### config.mk
export PLATFORM = sky130hd
export DESIGN_NAME = bus_cycle_sequencer
export DESIGN_NICKNAME = d
export VERILOG_FILES = /design/src/rtl/bus_cycle_sequencer.v /design/src/rtl/pin_sync.v /design/src/rtl/phase_timer.v
export VERILOG_INCLUDE_DIRS = /design/src /design/src/include
export SDC_FILE = /design/constraint.sdc
export NUM_CORES = 1
export LEC_CHECK = 0
export BUFFER_PORTS_ARGS = -buffer_cell sky130_fd_sc_hd__buf_2
export CAP_MARGIN = 25
export CORE_ASPECT_RATIO = 1.5
export CORE_MARGIN = 2
export CORE_UTILIZATION = 50
export CTS_CLUSTER_SIZE = 30
export DETAILED_ROUTE_END_ITERATION = 6
export HOLD_SLACK_MARGIN = 0.12
export MAX_ROUTING_LAYER = met4
export PLACE_DENSITY = 0.77
export SLEW_MARGIN = 25
export SYNTH_ARGS = -nofsm -noshare
export SYNTH_HDL_FRONTEND = slang
export SYNTH_SLANG_ARGS = --single-unit
export TNS_END_PERCENT = 50
### constraint.sdc
create_clock -name CLK_SYS_IN -period 5.4 [get_ports CLK_SYS_IN]
set_input_delay 1.08 -clock CLK_SYS_IN [delete_from_list [all_inputs] [get_ports CLK_SYS_IN]]
set_output_delay 1.08 -clock CLK_SYS_IN [all_outputs]
set_load 0.01 [all_outputs]
### src/include/bus_cycle_defines.vh
// Constants for the external bus cycle sequencer: register offsets,
// timing-register field positions, reset values and state codes.
// Assumes inclusion by bare name from design and testbench files.
`ifndef BUS_CYCLE_DEFINES_VH
`define BUS_CYCLE_DEFINES_VH

// ==========
// Register map (byte addresses, one 32-bit word each)
`define REG_TIMING0_OFS   8'h00
`define REG_TIMING1_OFS   8'h04
`define REG_STATUS_OFS    8'h10

// ==========
// Timing register fields, one register per chip-select window
`define TF_SETUP_BIT      0
`define TF_CMD_LSB        1
`define TF_CMD_MSB        2
`define TF_WSETUP_BIT     3
`define TF_ACC_LSB        4
`define TF_ACC_MSB        8
`define TF_HOLD_LSB       9
`define TF_HOLD_MSB       10
`define TF_RDY_EN_BIT     11
`define TF_RDY_ASYNC_BIT  12
`define TF_RDY_POL_BIT    13
`define TF_EXT_LSB        14
`define TF_EXT_MSB        15
`define TIMING_W          16
`define TIMING_RST        16'h00f1

// ==========
// Sequencer state codes
`define ST_IDLE           4'h0
`define ST_SETUP          4'h1
`define ST_CMD            4'h2
`define ST_WSETUP         4'h3
`define ST_ACCESS         4'h4
`define ST_WAIT_RDY       4'h5
`define ST_HOLDPH         4'h6
`define ST_REL_DRIVE      4'h7
`define ST_RELEASED       4'h8
`define ST_REGAIN         4'h9

`endif

### src/rtl/bus_cycle_sequencer.v
// External bus cycle sequencer: five-phase cycles, READY, arbitration.
// Assumes CLK_SYS_IN is the CPU clock; requests come from the same clock.
//
// Function
// Five phases: setup, delay, wsetup, access, hold
// Phase lengths from per-window timing registers
// Setup 1-2 periods, plus 0-3 on window change
// Command delay 0-3, write setup 0-1
// Access 1-32 periods, READY may stretch it
// Hold phase 0-3 periods
// All phases counted in CPU clock periods
// READY active level selectable
// Sync READY: no extra stage
// Async READY: extra stage, one wait
// Partner holds async READY one clock
// READY inactive inserts wait; active ends cycle
// READY evaluated only after mandatory access periods
// Partner may drop READY after strobe rises
// Partner drops READY before next cycle samples
// Read data caught on strobe-raising edge
// Finish running cycle before releasing bus
// Drive controls inactive, ALE low, then float
// Regain starts only when release request ends
// Release request may end without regain request
// On regain drive controls inactive before cycle
// Float with ack; regain drops ack, request
//
// Design decisions made here: the register addresses and strobed register access.
`timescale 1ns/10ps
`default_nettype none
`include "bus_cycle_defines.vh"

module bus_cycle_sequencer #(
    parameter AW = 24,
    parameter DW = 16
) (
    input  wire          CLK_SYS_IN,
    input  wire          RST_B_IN,
    input  wire          CE_IN,
    // Register port
    input  wire [7:0]    REG_ADDR_IN,
    input  wire [31:0]   REG_WDATA_IN,
    input  wire          REG_WR_IN,
    input  wire          REG_RD_IN,
    output reg  [31:0]   REG_RDATA_OUT,
    // CPU bus request port
    input  wire          REQ_IN,
    input  wire          REQ_WR_IN,
    input  wire          REQ_WIN_IN,
    input  wire [AW-1:0] REQ_ADDR_IN,
    input  wire [DW-1:0] REQ_WDATA_IN,
    output reg           BUSY_OUT,
    output reg           DONE_OUT,
    output reg  [DW-1:0] RDATA_OUT,
    // External bus pins
    output reg  [AW-1:0] ADDR_OUT,
    output reg           ALE_OUT,
    output reg           RD_N_OUT,
    output reg           WR_N_OUT,
    output reg           CTRL_OE_OUT,
    output reg  [DW-1:0] DATA_OUT,
    output reg           DATA_OE_OUT,
    input  wire [DW-1:0] DATA_IN,
    input  wire          READY_IN,
    output reg           REFERENCE_CLOCK_OUTPUT_OUT,
    // Arbitration pins
    input  wire          HOLD_N_IN,
    output reg           RELEASE_ACKNOWLEDGE_N_OUT,
    output reg           BUS_REGAIN_REQUEST_N_OUT
);

    // ==========
    // Declarations
    reg  [`TIMING_W-1:0] timing0;         // Window 0 timing
    reg  [`TIMING_W-1:0] timing1;         // Window 1 timing
    reg  [3:0]           state;           // Sequencer state
    reg  [3:0]           next_state;      // Next state
    reg                  cur_wr;          // Request is a write
    reg                  cur_win;         // Request window
    reg                  last_win;        // Previous cycle's window
    reg                  ready_async_st;  // Extra stage for async READY
    reg                  load;            // Start a new phase
    reg  [4:0]           load_val;        // Phase length minus one
    reg                  finish_access;   // Strobe rises on this edge
    wire [`TIMING_W-1:0] tcfg;            // Current window timing
    wire                 phase_zero;      // Current phase elapsed
    wire                 ready_s;         // READY after two flops
    wire                 hold_n_s;        // Release request, synced
    wire [DW-1:0]        data_s;          // Synced read data
    wire                 ready_sample;    // Sample chosen by mode
    wire                 ready_active;    // READY at its asserted level
    wire                 take_req;        // Request accepted this cycle
    wire [1:0]           cmd_len;         // Command delay periods
    wire                 wsetup_len;      // Write setup periods
    wire [1:0]           hold_len;        // Hold phase periods
    wire [2:0]           setup_len;       // Address setup periods minus one
    wire [1:0]           ext_len;         // Setup extension periods

    // ==========
    // Pin synchronisers
    pin_sync #(.W(1), .RST(1'b0)) u_ready_sync (
        .clk_in   (CLK_SYS_IN),
        .rst_b_in (RST_B_IN),
        .ce_in    (CE_IN),
        .d_in     (READY_IN),
        .q_out    (ready_s)
    );

    // Idle value high: no release request out of reset
    pin_sync #(.W(1), .RST(1'b1)) u_hold_sync (
        .clk_in   (CLK_SYS_IN),
        .rst_b_in (RST_B_IN),
        .ce_in    (CE_IN),
        .d_in     (HOLD_N_IN),
        .q_out    (hold_n_s)
    );

    // Read data also crosses in; it must be stable two periods early
    pin_sync #(.W(DW), .RST(1'b0)) u_data_sync (
        .clk_in   (CLK_SYS_IN),
        .rst_b_in (RST_B_IN),
        .ce_in    (CE_IN),
        .d_in     (DATA_IN),
        .q_out    (data_s)
    );

    // ==========
    // Phase timer, counting CPU clock periods
    phase_timer #(.W(5)) u_timer (
        .clk_in      (CLK_SYS_IN),
        .rst_b_in    (RST_B_IN),
        .ce_in       (CE_IN),
        .load_in     (load),
        .load_val_in (load_val),
        .zero_out    (phase_zero)
    );

    // ==========
    // Timing field decode, all from the latched request's window
    assign tcfg       = cur_win ? timing1 : timing0;
    assign cmd_len    = tcfg[`TF_CMD_MSB:`TF_CMD_LSB];
    assign wsetup_len = tcfg[`TF_WSETUP_BIT];
    assign hold_len   = tcfg[`TF_HOLD_MSB:`TF_HOLD_LSB];
    assign ext_len    = (cur_win != last_win) ? tcfg[`TF_EXT_MSB:`TF_EXT_LSB] : 2'h0;
    assign setup_len  = {2'h0, tcfg[`TF_SETUP_BIT]} + {1'b0, ext_len};

    // Async mode reads one stage later, costing a wait state
    assign ready_sample = tcfg[`TF_RDY_ASYNC_BIT] ? ready_async_st : ready_s;
    assign ready_active = (ready_sample == tcfg[`TF_RDY_POL_BIT]);

    // Taken whenever none is pending, even while released
    assign take_req = REQ_IN && !BUSY_OUT;

    // ==========
    // Next-state and phase length selection
    always @* begin
        next_state    = state;
        load          = 1'b0;
        load_val      = 5'h00;
        finish_access = 1'b0;
        case (state)
            `ST_IDLE: begin
                if (!hold_n_s) begin
                    // Nothing is running, so release is safe now
                    next_state = `ST_REL_DRIVE;
                end else if (BUSY_OUT) begin
                    next_state = `ST_SETUP;
                    load       = 1'b1;
                    load_val   = {2'h0, setup_len};
                end
            end
            `ST_SETUP: begin
                if (phase_zero) begin
                    load = 1'b1;
                    if (cmd_len != 2'h0) begin
                        next_state = `ST_CMD;
                        load_val   = {3'h0, cmd_len - 2'h1};
                    end else if (wsetup_len) begin
                        next_state = `ST_WSETUP;
                    end else begin
                        next_state = `ST_ACCESS;
                        load_val   = tcfg[`TF_ACC_MSB:`TF_ACC_LSB];
                    end
                end
            end
            `ST_CMD: begin
                if (phase_zero) begin
                    load = 1'b1;
                    if (wsetup_len) begin
                        next_state = `ST_WSETUP;
                    end else begin
                        next_state = `ST_ACCESS;
                        load_val   = tcfg[`TF_ACC_MSB:`TF_ACC_LSB];
                    end
                end
            end
            `ST_WSETUP: begin
                if (phase_zero) begin
                    next_state = `ST_ACCESS;
                    load       = 1'b1;
                    load_val   = tcfg[`TF_ACC_MSB:`TF_ACC_LSB];
                end
            end
            `ST_ACCESS, `ST_WAIT_RDY: begin
                // READY is looked at only once the mandatory part is over
                if (phase_zero) begin
                    if (tcfg[`TF_RDY_EN_BIT] && !ready_active) begin
                        next_state = `ST_WAIT_RDY;
                    end else begin
                        finish_access = 1'b1;
                        load          = 1'b1;
                        load_val      = {3'h0, hold_len - 2'h1};
                        next_state    = (hold_len != 2'h0) ? `ST_HOLDPH : `ST_IDLE;
                    end
                end
            end
            `ST_HOLDPH: begin
                if (phase_zero) begin
                    next_state = `ST_IDLE;
                end
            end
            `ST_REL_DRIVE: begin
                next_state = `ST_RELEASED;
            end
            `ST_RELEASED: begin
                // Only the end of the release request starts the regain
                if (hold_n_s) begin
                    next_state = `ST_REGAIN;
                end
            end
            `ST_REGAIN: begin
                next_state = `ST_IDLE;
            end
            default: begin
                next_state = `ST_IDLE;
            end
        endcase
    end

    // ==========
    // Sequencer state, request latch and async READY stage
    always @(posedge CLK_SYS_IN or negedge RST_B_IN) begin
        if (!RST_B_IN) begin
            state          <= `ST_IDLE;
            cur_wr         <= 1'b0;
            cur_win        <= 1'b0;
            last_win       <= 1'b0;
            ready_async_st <= 1'b0;
            BUSY_OUT       <= 1'b0;
            DONE_OUT       <= 1'b0;
            RDATA_OUT      <= {DW{1'b0}};
            ADDR_OUT       <= {AW{1'b0}};
            DATA_OUT       <= {DW{1'b0}};
        end else if (CE_IN) begin
            ready_async_st <= ready_s;
            state          <= next_state;
            DONE_OUT       <= 1'b0;
            if (take_req) begin
                // Request parked until the bus is ours and idle
                BUSY_OUT <= 1'b1;
                cur_wr   <= REQ_WR_IN;
                cur_win  <= REQ_WIN_IN;
                ADDR_OUT <= REQ_ADDR_IN;
                DATA_OUT <= REQ_WDATA_IN;
            end
            if (state == `ST_IDLE && next_state == `ST_SETUP) begin
                last_win <= cur_win;
            end
            if (finish_access) begin
                if (!cur_wr) begin
                    RDATA_OUT <= data_s;
                end
            end
            if (BUSY_OUT && next_state == `ST_IDLE && state != `ST_IDLE &&
                state != `ST_REGAIN) begin
                BUSY_OUT <= 1'b0;
                DONE_OUT <= 1'b1;
            end
        end
    end

    // ==========
    // Pin outputs, registered from the next state
    always @(posedge CLK_SYS_IN or negedge RST_B_IN) begin
        if (!RST_B_IN) begin
            ALE_OUT                    <= 1'b0;
            RD_N_OUT                   <= 1'b1;
            WR_N_OUT                   <= 1'b1;
            CTRL_OE_OUT                <= 1'b1;
            DATA_OE_OUT                <= 1'b0;
            RELEASE_ACKNOWLEDGE_N_OUT  <= 1'b1;
            BUS_REGAIN_REQUEST_N_OUT   <= 1'b1;
            REFERENCE_CLOCK_OUTPUT_OUT <= 1'b0;
        end else if (CE_IN) begin
            // Reference clock at half the CPU clock rate
            REFERENCE_CLOCK_OUTPUT_OUT <= ~REFERENCE_CLOCK_OUTPUT_OUT;
            ALE_OUT  <= (next_state == `ST_SETUP);
            // Strobe rises on the very edge that ends the access
            RD_N_OUT <= !(!cur_wr && (next_state == `ST_ACCESS ||
                                      next_state == `ST_WAIT_RDY));
            WR_N_OUT <= !(cur_wr && (next_state == `ST_ACCESS ||
                                     next_state == `ST_WAIT_RDY));
            DATA_OE_OUT <= cur_wr && BUSY_OUT &&
                           (next_state == `ST_WSETUP || next_state == `ST_ACCESS ||
                            next_state == `ST_WAIT_RDY || next_state == `ST_HOLDPH);
            // Controls are driven inactive in REL_DRIVE, then floated
            CTRL_OE_OUT <= (next_state != `ST_RELEASED);
            RELEASE_ACKNOWLEDGE_N_OUT <= (next_state != `ST_RELEASED);
            // Ask for the bus back while a request waits outside
            BUS_REGAIN_REQUEST_N_OUT <= !(next_state == `ST_RELEASED &&
                                          (BUSY_OUT || take_req));
        end
    end

    // ==========
    // Register writes
    always @(posedge CLK_SYS_IN or negedge RST_B_IN) begin
        if (!RST_B_IN) begin
            timing0 <= `TIMING_RST;
            timing1 <= `TIMING_RST;
        end else if (CE_IN && REG_WR_IN) begin
            // A change mid-cycle sets phases not yet entered; READY fields apply at once
            case (REG_ADDR_IN)
                `REG_TIMING0_OFS: begin
                    timing0 <= REG_WDATA_IN[`TIMING_W-1:0];
                end
                `REG_TIMING1_OFS: begin
                    timing1 <= REG_WDATA_IN[`TIMING_W-1:0];
                end
                default: begin
                    timing0 <= timing0;
                end
            endcase
        end
    end

    // ==========
    // Register reads, data in the cycle after the strobe only
    always @(posedge CLK_SYS_IN or negedge RST_B_IN) begin
        if (!RST_B_IN) begin
            REG_RDATA_OUT <= 32'h00000000;
        end else if (CE_IN) begin
            REG_RDATA_OUT <= 32'h00000000;
            if (REG_RD_IN) begin
                case (REG_ADDR_IN)
                    `REG_TIMING0_OFS: begin
                        REG_RDATA_OUT <= {16'h0000, timing0};
                    end
                    `REG_TIMING1_OFS: begin
                        REG_RDATA_OUT <= {16'h0000, timing1};
                    end
                    `REG_STATUS_OFS: begin
                        REG_RDATA_OUT <= {24'h000000, BUS_REGAIN_REQUEST_N_OUT,
                                          RELEASE_ACKNOWLEDGE_N_OUT, BUSY_OUT,
                                          last_win, state};
                    end
                    default: begin
                        REG_RDATA_OUT <= 32'h00000000;
                    end
                endcase
            end
        end
    end

endmodule // bus_cycle_sequencer

`default_nettype wire

### src/rtl/pin_sync.v
// Two-stage synchroniser for a group of pin inputs.
// Assumes the inputs are asynchronous to clk_in; only stage two is read.
`timescale 1ns/10ps
`default_nettype none

module pin_sync #(
    parameter W   = 1,
    parameter RST = 1'b0
) (
    input  wire         clk_in,
    input  wire         rst_b_in,
    input  wire         ce_in,
    input  wire [W-1:0] d_in,
    output reg  [W-1:0] q_out
);

    reg [W-1:0] meta;   // First stage, read by q_out only

    // ==========
    // Synchroniser flops
    always @(posedge clk_in or negedge rst_b_in) begin
        if (!rst_b_in) begin
            meta  <= {W{RST}};
            q_out <= {W{RST}};
        end else if (ce_in) begin
            meta  <= d_in;
            q_out <= meta;
        end
    end

endmodule // pin_sync

`default_nettype wire

### src/rtl/phase_timer.v
// Down counter that times one bus cycle phase in CPU clock periods.
// Assumes load is given one cycle before the phase's first period ends.
`timescale 1ns/10ps
`default_nettype none

module phase_timer #(
    parameter W = 5
) (
    input  wire         clk_in,
    input  wire         rst_b_in,
    input  wire         ce_in,
    input  wire         load_in,
    input  wire [W-1:0] load_val_in,
    output wire         zero_out
);

    reg [W-1:0] cnt;    // Periods left in the phase, minus one

    assign zero_out = (cnt == {W{1'b0}});

    // ==========
    // Load on phase entry, then count down to zero and stop
    always @(posedge clk_in or negedge rst_b_in) begin
        if (!rst_b_in) begin
            cnt <= {W{1'b0}};
        end else if (ce_in) begin
            if (load_in) begin
                cnt <= load_val_in;
            end else if (!zero_out) begin
                cnt <= cnt - {{(W-1){1'b0}}, 1'b1};
            end
        end
    end

endmodule // phase_timer

`default_nettype wire

==> metrics.md, run 1 <==
| Metric | Value |
|---|---|
| Rows | 54 |
| Die X | 104 um |
| Initial antenna violation count | 1 |
| Total Routing Usage GR | 22.0% |
| First-pass GRT wire length | 27,500 um |
| Met3 routed WL | 922 um |
| CTS buffer count | 17 |
| Post-Synthesis Cells | 578 |
| Post-route minimum period | 3.25 ns |
| Crit. End Element | flop |
| Reg2reg path depth | 7 |
| Setup Skew | 0.00948 ns |
| Cts repair resizes | 0 |
| Max Slew Vio Count | 0 |
| Final Hold Viols | 0 |
| Startpoint Class | primary input |
| Starting density of the core | 51.4% |
| Via density | 5.49 |
| Area grow syn2layout | 20.1% |
| Nets@finish | 851 |
| Largest net degree at the start of global routing | 63 |
| Leakage | 4.32 nW |
| Async S/R FF share, synth | 100% |
| CTS sink cnt | 162 |
| Max_cap viols | 0 |
| Hpwl dp | 12,000 um |
| IO Port Bufs | 171 |
| Critical path type | in2reg |
| Hold Path Origin | REFERENCE_CLOCK_OUTPUT_OUT |
| Fin crit share | 60.1% |
| Yosys warns | 0 |
| Mapped Avg Cell Area | 13.0 um^2 |
| Drt pass-1 iters | 5 |
| Setup violators final | 0 |
| DIE AREA | 16,000 um^2 |
| Cell Area, Synth | 7510 um^2 |
| Number of global-route vias before repair | 5,594 |
| IO Pins | 204 |
| Number of synthesized flops with an enable pin | 0 |
| Tot Pwr | 0.00398 W |
| Final wirelength | 16,600 um |
| FMAX | 0.308 GHz |
| Top FF cell, synth | dfrtp_1 |
| WP data arrival | 3.54 ns |
| Via Count | 5,219 |
| Sequential fraction of the synthesis area | 54.3% |
| Slew HR | 38.0% |
| Worst reg-to-reg setup slack | 2.40 ns |
| Total Neg Setup Slack | 0 ns |
| Die Y | 154 um |
| M1 WL | 6350 um |
| Layout cells sized above 1 | 49.4% |
| PwrDens | 442 nW/um^2 |
| Hold buffer count at cts | 0 |
| Average wire per standard cell | 17.5 um |
| Met2 WL | 8870 um |
| R2r startpoint | cur_win |
| Remaining antenna violation count after routing | 0 |
| Setup Fix Bufs, Post-CTS | 0 |
| Drc violations | 0 |
| Max VDD drop | 0.297 mV |
| Violation count after the first detailed-route iteration | 264 |
| WHS Path Cells | 1 |
| Root buffer cell | clkbuf_16 |
| Overflow after GRT | 0 |
| Placer's final routability congestion estimate | 0.911 |
| Unrepaired setup endpoints after global routing | no |
| Critical Path RT | 5.70 ns |
| CTS tree | built |
| Clock tree buffer depth | 2 |
| H-tree depth | 4 |
| Clk slew on worst S/H paths | 0.06 ns |
| Worst r2r dst | RDATA_OUT[4] |
| Core area | 14,600 um^2 |
| Status | finished clean |
| Cell variety after synth | 72 |
| Yosys reg bits | 162 |
| Hold EP | REFERENCE_CLOCK_OUTPUT_OUT |
| Critical path fanouts, max | 16 |
| Highest routed layer | met4 |
| Worst Tran Pin Value | 0.931 ns |
| Worst skew pair latency | 0.42 ns |
| Hold Crit Class | reg2reg |
==> area by class of cell <==
class | count | area [um^2]
Clock inverter | 12 | 123
Multi-Input combinational cell | 371 | 3160
Timing Repair Buffer | 177 | 907
Tap cell | 196 | 245
Fill cell | 1165 | 5570
Sequential cell | 162 | 4070
Clock buffer | 20 | 467
Inverter | 11 | 41.3
Antenna cell | 1 | 2.50
==> stage by stage <==
step / setup slack, ns / util (%) / cell area [um^2] / cells / hold slack [ns]
floorplan: 2.60 / - / 7560 / 593 / 0.468
global placement: 1.75 / 57.8 / 8430 / 917 / 0.454
detailed placement: 1.70 / 57.8 / 8430 / 917 / 0.453
CTS: 2.14 / 61.8 / 9020 / 949 / 0.468
global route: 2.00 / 61.8 / 9020 / 950 / 0.492
finish: 2.15 / 61.8 / 9020 / 950 / 0.470
==> placed cells by master (no fill, tap or decap), types with 6 or more instances in the layout <==
| master | n |
|---|---|
| dfstp_2 | 16 |
| a21oi_1 | 16 |
| nor2_1 | 30 |
| conb_1 | 16 |
| buf_4 | 6 |
| nand2_1 | 15 |
| mux2_4 | 11 |
| inv_1 | 10 |
| dfrtp_1 | 146 |
| mux2_2 | 121 |
| clkbuf_16 | 17 |
| a22oi_1 | 9 |
| nor2b_1 | 9 |
| mux2i_1 | 17 |
| nor3_1 | 8 |
| o21ai_0 | 6 |
| nand3_1 | 10 |
| o2bb2ai_1 | 18 |
| buf_2 | 170 |
==> worst max path at each step <==
stage	startpoint	to	slack [ns]	depth (start not counted)
floorplan	REG_ADDR_IN[3]	timing0[10]	2.60	6
global placement	REG_ADDR_IN[2]	timing1[12]	1.75	5
detailed placement	REG_ADDR_IN[2]	timing1[1]	1.70	5
CTS	REG_ADDR_IN[2]	timing1[1]	2.14	5
global route	REG_ADDR_IN[3]	timing0[12]	2.00	6
finish	REG_ADDR_IN[2]	timing1[1]	2.15	5
==> power breakdown <==
part | total (W) | internal [W] | switching [W] | leakage [nW]
Combinational | 0.00109 | 0.000534 | 0.000554 | 2.03
Sequential | 0.00171 | 0.00150 | 0.000212 | 2.01
Clock | 0.00118 | 0.000680 | 0.000500 | 0.274
Total | 0.00398 | 0.00272 | 0.00127 | 4.32
==> worst max-delay path, cell delays in order <==
cell and delay [ns]:
buf_2 0.20, nor2b_1 0.52, and3_1 0.49, nand3_1 0.71, mux2_2 0.53
==> sequential cells by signal, summed over array words and instances, names as in the netlist, 4 cells and up <==
signal and cells:
RDATA_OUT 16, state 4, timing0 16, u_data_sync.q_out 16, DATA_OUT 16, u_data_sync.meta 16, u_timer.cnt 5, REG_RDATA_OUT 16
timing1 16, ADDR_OUT 24
==> synth_stat cells, types with 10 or more instances <==
master,number,area [um^2]
clkbuf_1,25,93.8
dfstp_2,16,420
mux2_4,11,165
o2bb2ai_1,18,158
dfrtp_1,146,3650
nand2_1,15,56.3
mux2_2,121,1360
buf_4,17,128
a21oi_1,16,80.1
nor2_1,30,113
nand3_1,10,50.1
mux2i_1,17,170
inv_1,10,37.5
==> cell families after synthesis <==
kind of cell / count (synthesis) / share of synthesized area (%)
AO/OA/AOI/OAI: 89 / 9.32
XOR/XNOR: 2 / 0.233
adder cells (fa/ha/maj): 5 / 0.833
buffers and inverters: 60 / 4.38
flip-flops: 162 / 54.3
multiplexers: 150 / 22.9
other: 1 / 0.0500
AND/OR/NAND/NOR: 109 / 8.00
==> layer usage <==
layer / vias to the layer above / track usage (%)
met5: - / -
met4: 0 / 8.62
met3: 36 / 4.96
met2: 192 / 38.4
met1: 2584 / 24.3
li1: 2407 / -
(Power assumes the default switching activity.)
==> run 2: changes to the inputs <==
--- a/config.mk
+++ b/config.mk
@@ -10,7 +10,7 @@
 export CAP_MARGIN = 25
 export CORE_ASPECT_RATIO = 1.5
 export CORE_MARGIN = 2
-export CORE_UTILIZATION = 50
+export CORE_UTILIZATION = 48
 export CTS_CLUSTER_SIZE = 30
 export DETAILED_ROUTE_END_ITERATION = 6
 export HOLD_SLACK_MARGIN = 0.12
==> constraint.sdc (replaced) <==
create_clock -name CLK_SYS_IN -period 2.95 [get_ports CLK_SYS_IN]
set_input_delay 0.59 -clock CLK_SYS_IN [delete_from_list [all_inputs] [get_ports CLK_SYS_IN]]
set_output_delay 0.59 -clock CLK_SYS_IN [all_outputs]
set_load 0.01 [all_outputs]
==> run 2 against run 1 <==
Net effect: clock-buffer cell count fell by 1; clock power rose by 86%; global-route usage fell by 0.87 points; sequential share of layout area fell by 0.47 points; worst setup slack got worse by 1.9 ns; utilization fell by 2.9 points; via count rose by 1.1%; largest power group unchanged.
==> metrics.md, run 2 (same netlist as run 1, synthesis figures left out) <==
| Metric | Value |
|---|---|
| Status | finished clean |
| H-tree depth | 4 (unchanged) |
| Layout cells sized above 1 | 50.0% (+0.60 points) |
| Post-route minimum period | 2.74 ns |
| Tot Pwr | 0.00736 W (+85%) |
| Max Slew Vio Count | 0 (unchanged) |
| Initial antenna violation count | 0 (-1) |
| Crit. End Element | flop |
| Violation count after the first detailed-route iteration | 266 (+0.76%) |
| Slew HR | 52.4% (+14 points) |
| Commonest non-fill, non-tap cells in the layout | buf_2, dfrtp_1, mux2_2, nor2_1, o2bb2ai_1 |
| Largest register FFs | 24 (unchanged) |
| Remaining antenna violation count after routing | 0 (unchanged) |
| CP peak stage delay | 0.58 ns (-0.13 ns) |
| Clock tree buffer depth | 2 (unchanged) |
| Worst reg-to-reg setup slack | 0.21 ns (-2.19 ns) |
| Delay-heaviest family, CP | compound AO/OA/AOI/OAI gates |
| Setup Skew | 0.0143 ns (+0.00483 ns) |
| Final wirelength | 17,000 um (+2.6%) |
| Overflow after GRT | 0 (unchanged) |
| Max VDD drop | 0.540 mV (+81%) |
| Worst Setup Slack, final | 0.215 ns (-1.94 ns) |
| Hold Crit Class | in2async |
| PwrDens | 807 nW/um^2 (+83%) |
| Average wire per standard cell | 17.6 um (+0.76%) |
| CTS tree | built |
| Critical Path RT | 3.28 ns (-2.42 ns) |
| Die X | 106 um (+2.0%) |
| FMAX | 0.366 GHz |
| Leakage | 4.38 nW (+1.4%) |
| Worst r2r dst | BUS_REGAIN_REQUEST_N_OUT |
| Critical path type | reg2reg |
| Largest net degree at the start of global routing | 60 (-4.8%) |
| R2r startpoint | u_timer.cnt[0] |
| Nets@finish | 862 (+1.3%) |
| Commonest non-fill, non-tap cell in the layout | buf_2 |
| Final Hold Viols | 0 (unchanged) |
| Unrepaired setup endpoints after global routing | no |
| Startpoint Class | flop |
| Via Count | 5,279 (+1.1%) |
| Starting density of the core | 48.5% (-3.0 points) |
| CTS buffer count | 17 (unchanged) |
| IO Pins | 204 (unchanged) |
| CP cell instances | inv_1, ha_1, or4b_4, a32oi_2, o221ai_2, a311oi_4, nand2_1, o32a_1 |
| Register with the most flip-flops | ADDR_OUT |
| WP data arrival | 3.07 ns (-0.47 ns) |
| Hpwl dp | 12,400 um (+3.1%) |
| Fin crit share | 92.7% |
| Final Cell Area | 9110 um^2 (+1.0%) |
| Number of global-route vias before repair | 5,526 (-1.2%) |
| Total Neg Setup Slack | 0 ns (unchanged) |
| Clk slew on worst S/H paths | 0.06 ns (about the same) |
| Antenna Cells | 0 (-1) |
| Core area | 15,500 um^2 (+6.1%) |
| Setup violators final | 0 (unchanged) |
| Via density | 5.46 (-0.63%) |
| Root buffer cell | clkbuf_16 |
| Placed Area | 8530 um^2 (+1.2%) |
| Cts repair resizes | 0 (unchanged) |
| WP depth | 8 (+3) |
| Reg2reg path depth | 8 (+1) |
| Pre-CTS WS | 0.298 ns (-1.40 ns) |
| Max_cap viols | 0 (unchanged) |
| Slowest stage cell, crit path | or4b_4 |
| CP bufs+invs | 1 (unchanged) |
| Hold buffer count at cts | 0 (unchanged) |
| Placer's final routability congestion estimate | 0.885 (-2.9%) |
| Rows | 56 (+3.7%) |
| Fin util | 58.9% (-2.9 points) |
| Setup Fix Bufs, Post-CTS | 0 (unchanged) |
| Total Routing Usage GR | 21.1% (-0.87 points) |
| Area grow syn2layout | 21.4% |
| First-pass GRT wire length | 27,000 um (-1.6%) |
| DIE AREA | 16,700 um^2 (+4.0%) |
| Worst Tran Pin Value | 0.696 ns (-0.234 ns) |
| CTS sink cnt | 162 (unchanged) |
| Drt pass-1 iters | 4 (-1) |
| Die Y | 157 um (+2.0%) |
| Critical path fanouts, max | 11 (-5) |
| Drc violations | 0 (unchanged) |
| IO Port Bufs | 171 (unchanged) |
| Worst skew pair latency | 0.42 ns (about the same) |
| FILL cells | 1,248 (+7.1%) |
## run 2: cell count changes in the layout (fill, tap and decap cells not counted)
cell        previous run  this run
clkbuf_1               0         1
clkbuf_8               3         1
clkinvlp_4             5         3
buf_4                  6        16
diode_2                1         0
clkinv_4               2         1
inv_6                  3         5
buf_12                 0         1
inv_8                  1         3
## run 2: routing by layer
| metal | up-vias | share of wire (%) | wire [um] | track usage, % |
|---|---|---|---|---|
| met2 | 181 | 56 | 9480 | 37.5 |
| met4 | 0 | 2.4 | 401 | 8.27 |
| li1 | 2432 | - | - | - |
| met5 | - | 0 | 0 | - |
| met1 | 2638 | 37 | 6350 | 23.2 |
| met3 | 28 | 4.7 | 798 | 4.18 |
## run 2: worst max-delay path by stage
stage                              start                  endpoint  slack (ns)
final                     u_timer.cnt[0]  BUS_REGAIN_REQUEST_N_OUT        0.21
after global routing      u_timer.cnt[0]  BUS_REGAIN_REQUEST_N_OUT        0.13
after CTS                        cur_win              RDATA_OUT[6]        0.26
after detailed placement         cur_win             RDATA_OUT[11]        0.30
after global placement           cur_win              RDATA_OUT[7]        0.30
after floorplan                  cur_win                  RD_N_OUT        0.27
## run 2: cell type report
cell class | instances | area, um^2 | share of cell area (%)
clock buffer | 19 | 443 | 4.86
sequential | 162 | 4070 | 44.7
tap | 203 | 254 | 2.79
inverter | 11 | 41.3 | 0.453
multi-input combinational | 371 | 3160 | 34.7
clock inverter | 13 | 139 | 1.52
timing repair buffer | 188 | 1000 | 11.0
## run 2: worst reg2reg max path: cells and delay by family (launching register included)
| family | cells | cell delay (ns) |
|---|---|---|
| buf+inv | 1 | 0.11 |
| flops | 1 | 0.40 |
| simple gates | 2 | 0.74 |
| fa+ha+maj | 1 | 0.19 |
| compound gates | 4 | 1.22 |
## run 2: report_power, final
group | total (W) | switching, W | leakage, nW | internal [W]
Combinational | 0.00201 | 0.00101 | 2.09 | 0.00101
Clock | 0.00219 | 0.000968 | 0.277 | 0.00122
Sequential | 0.00316 | 0.000408 | 2.01 | 0.00275
## run 2: metrics by stage
step,hold WS (ns),instances
final,0.149,967
after global routing,0.186,967
after floorplan,0.294,593
after global placement,0.457,935
after detailed placement,0.463,935
after CTS,0.165,967
==> run 3: changes to the inputs <==
--- a/config.mk
+++ b/config.mk
@@ -6,6 +6,7 @@
 export SDC_FILE = /design/constraint.sdc
 export NUM_CORES = 1
 export LEC_CHECK = 0
+export ABC_AREA = 1
 export BUFFER_PORTS_ARGS = -buffer_cell sky130_fd_sc_hd__buf_2
 export CAP_MARGIN = 25
 export CORE_ASPECT_RATIO = 1.5
==> run 3 against run 2 <==
Net effect: clock-buffer cell count down 2; combinational power up 27%; first-iteration DRC count up 1.5%; worst hold slack better by 0.0072 ns; critical path type unchanged; critical endpoint is now RDATA_OUT[9]; largest cell class unchanged; largest power group unchanged.
==> metrics.md, run 3 <==
| Metric | Value |
|---|---|
| Post-synthesis compound-gate area fraction | 11.1% (+1.8 points) |
| Setup violators final | 0 (unchanged) |
| Hold buffer count at cts | 0 (unchanged) |
| Dominant cell by count in the synthesized netlist | nand2_1 |
| Cts repair resizes | 0 (unchanged) |
| Largest family of logic cells by synthesized area | simple AND/OR/NAND/NOR gates |
| Largest register FFs | 24 (unchanged) |
| CTS tree | built |
| First-pass GRT wire length | 28,100 um (+4.0%) |
| CTS buffer count | 17 (unchanged) |
| Reg2reg path depth | 9 (+1) |
| Hpwl dp | 12,500 um (+0.96%) |
| Mapped Avg Cell Area | 9.19 um^2 (-29%) |
| Post-Synthesis Cells | 818 (+42%) |
| Die Y | 157 um (about the same) |
| Nets@finish | 1,097 (+27%) |
| Drt pass-1 iters | 4 (unchanged) |
| Status | finished clean |
| Number of global-route vias before repair | 5,931 (+7.3%) |
| Clock tree buffer depth | 2 (unchanged) |
| Area grow syn2layout | 21.3% (about the same) |
| Commonest non-fill, non-tap cells in the layout | nand2_1, buf_2, dfrtp_1, o21ai_0, inv_1 |
| Clk slew on worst S/H paths | 0.07 ns (about the same) |
| Placer's final routability congestion estimate | 0.890 (+0.60%) |
| Placed Area | 8530 um^2 (about the same) |
| Rows | 56 (unchanged) |
| Starting density of the core | 48.6% (+0.089 points) |
| Setup Skew | 0.0143 ns (+0.0000232 ns) |
| Yosys reg bits | 162 (unchanged) |
| Total Routing Usage GR | 21.9% (+0.81 points) |
| Post-synth top area cell | dfrtp_1 |
| H-tree depth | 4 (unchanged) |
| Critical path type | reg2reg |
| WP data arrival | 2.60 ns (-0.47 ns) |
| Synth top area share | 48.6% (-0.089 points) |
| DIE AREA | 16,700 um^2 (+0.18%) |
| Worst skew pair latency | 0.43 ns (about the same) |
| Yosys warns | 0 (unchanged) |
| Worst Tran Pin Value | 0.636 ns (-0.0602 ns) |
| Violation count after the first detailed-route iteration | 270 (+1.5%) |
| Tot Pwr | 0.00783 W (+6.5%) |
| Fin util | 58.9% (about the same) |
| Max VDD drop | 0.594 mV (+10%) |
| Max Slew Vio Count | 0 (unchanged) |
| Slew HR | 57.6% (+5.2 points) |
| Commonest non-fill, non-tap cell in the layout | nand2_1 |
| Final Cell Area | 9120 um^2 (about the same) |
| Remaining antenna violation count after routing | 0 (unchanged) |
| Largest net degree at the start of global routing | 70 (+17%) |
| Layout cells sized above 1 | 30.7% (-19 points) |
| Via density | 5.00 (-8.3%) |
| Hold Crit Class | in2async |
| Setup Fix Bufs, Post-CTS | 0 (unchanged) |
| CTS sink cnt | 162 (unchanged) |
| Drc violations | 0 (unchanged) |
| Leakage | 4.70 nW (+7.3%) |
| IO Port Bufs | 171 (unchanged) |
| Critical path fanouts, max | 19 (+8) |
| Max_cap viols | 0 (unchanged) |
| Register with the most flip-flops | ADDR_OUT |
| Die X | 106 um (about the same) |
| Synth Area in XOR/XNOR | 0.466% (+0.23 points) |
| Average wire per standard cell | 14.4 um (-18%) |
| Post-synth top cells | nand2_1, dfrtp_1, o21ai_0, inv_1, mux2_2 |
| Critical Path RT | 3.31 ns (+0.03 ns) |
| R2r startpoint | u_timer.cnt[0] |
| Top FF cell, synth | dfrtp_1 |
| Total Neg Setup Slack | 0 ns (unchanged) |
| Critical Path Start | u_timer.cnt[0] |
| FMAX | 0.445 GHz (+22%) |
| Cell Area, Synth | 7520 um^2 (+0.18%) |
| Synth Area in Adders | 0.832% (-0.0015 points) |
| Synth area leaders | dfrtp_1, nand2_1, mux2_2, o21ai_0, dfstp_2 |
| Number of synthesized flops with an enable pin | 0 (unchanged) |
| Overflow after GRT | 0 (unchanged) |
| Final Hold Viols | 0 (unchanged) |
| Mux share of post-synthesis cell area | 6.14% (-17 points) |
| Fin crit share | 76.1% (-17 points) |
| Crit. End Element | flop |
| Unrepaired setup endpoints after global routing | no |
| Sequential fraction of the synthesis area | 54.2% (-0.099 points) |
| Post-route minimum period | 2.24 ns (-0.490 ns) |
| Core area | 15,500 um^2 (unchanged) |
| Simple-gate share of the synthesized area | 18.9% (+11 points) |
| PwrDens | 858 nW/um^2 (+6.4%) |
| Final wirelength | 17,300 um (+1.8%) |
| Cell variety after synth | 43 (-40%) |
| Async S/R FF share, synth | 100% (unchanged) |
| IO Pins | 204 (unchanged) |
| Initial antenna violation count | 1 (+1) |
| Via Count | 6,021 (+14%) |
| Root buffer cell | clkbuf_16 |
| Startpoint Class | flop |
==> run 3: area by class of cell <==
type,instances,area (um^2)
Fill cell,1374,6360
Sequential cell,162,4070
Multi-Input combinational cell,537,2880
Timing Repair Buffer,184,997
Clock buffer,17,425
Inverter,84,320
Tap cell,203,254
Clock inverter,15,165
Antenna cell,1,2.50
==> run 3: worst max-delay path, cell delays in order (launching register included) <==
cell and delay, ns:
dfrtp_1 0.40, inv_1 0.11, ha_1 0.16, nand3_1 0.08
buf_4 0.19, inv_1 0.32, nand3_4 0.31, nor2_4 0.41
nand2_1 0.10, nand2_1 0.10
==> run 3: metal layers <==
metal	global-route usage [%]	vias to the layer above	wire, um
met5	-	-	0
met2	37.7	164	9230
li1	-	2959	-
met3	4.55	29	750
met1	25.0	2869	6920
met4	8.58	0	452
==> run 3: logic make-up after synthesis <==
family	after synthesis
multiplexers	41
buffers and inverters	134
adder cells (fa/ha/maj)	5
XOR/XNOR	4
AND/OR/NAND/NOR	329
flip-flops	162
AO/OA/AOI/OAI	142
other	1
==> run 3: path summary, 6_finish.rpt <==
path / endpoint / slack, ns
worst max register to register: RDATA_OUT[9] / 0.71
worst min register to register: u_hold_sync.meta / 0.47
worst max-delay path: RDATA_OUT[9] / 0.71
min in group CLK_SYS_IN: u_data_sync.meta[8] / 0.36
worst min-delay path: REG_RDATA_OUT[15] / 0.16
max in group asynchronous: WR_N_OUT / 2.06
==> run 3: power by group <==
part	leakage [nW]	total [W]	internal, W	switching (W)
clock network	0.283	0.00216	0.00113	0.00103
registers	2.03	0.00311	0.00280	0.000316
logic	2.38	0.00255	0.00102	0.00153
total	4.70	0.00783	0.00495	0.00287
==> run 3: stage by stage <==
step | worst slack, ns | hold WS (ns) | cells
2_1_floorplan | 0.981 | 0.294 | 833
4_1_cts | 0.706 | 0.185 | 1202
3_5_place_dp | 0.558 | 0.451 | 1170
6_report | 0.705 | 0.157 | 1203
5_1_grt | 0.470 | 0.196 | 1203
3_3_place_gp | 0.563 | 0.452 | 1170
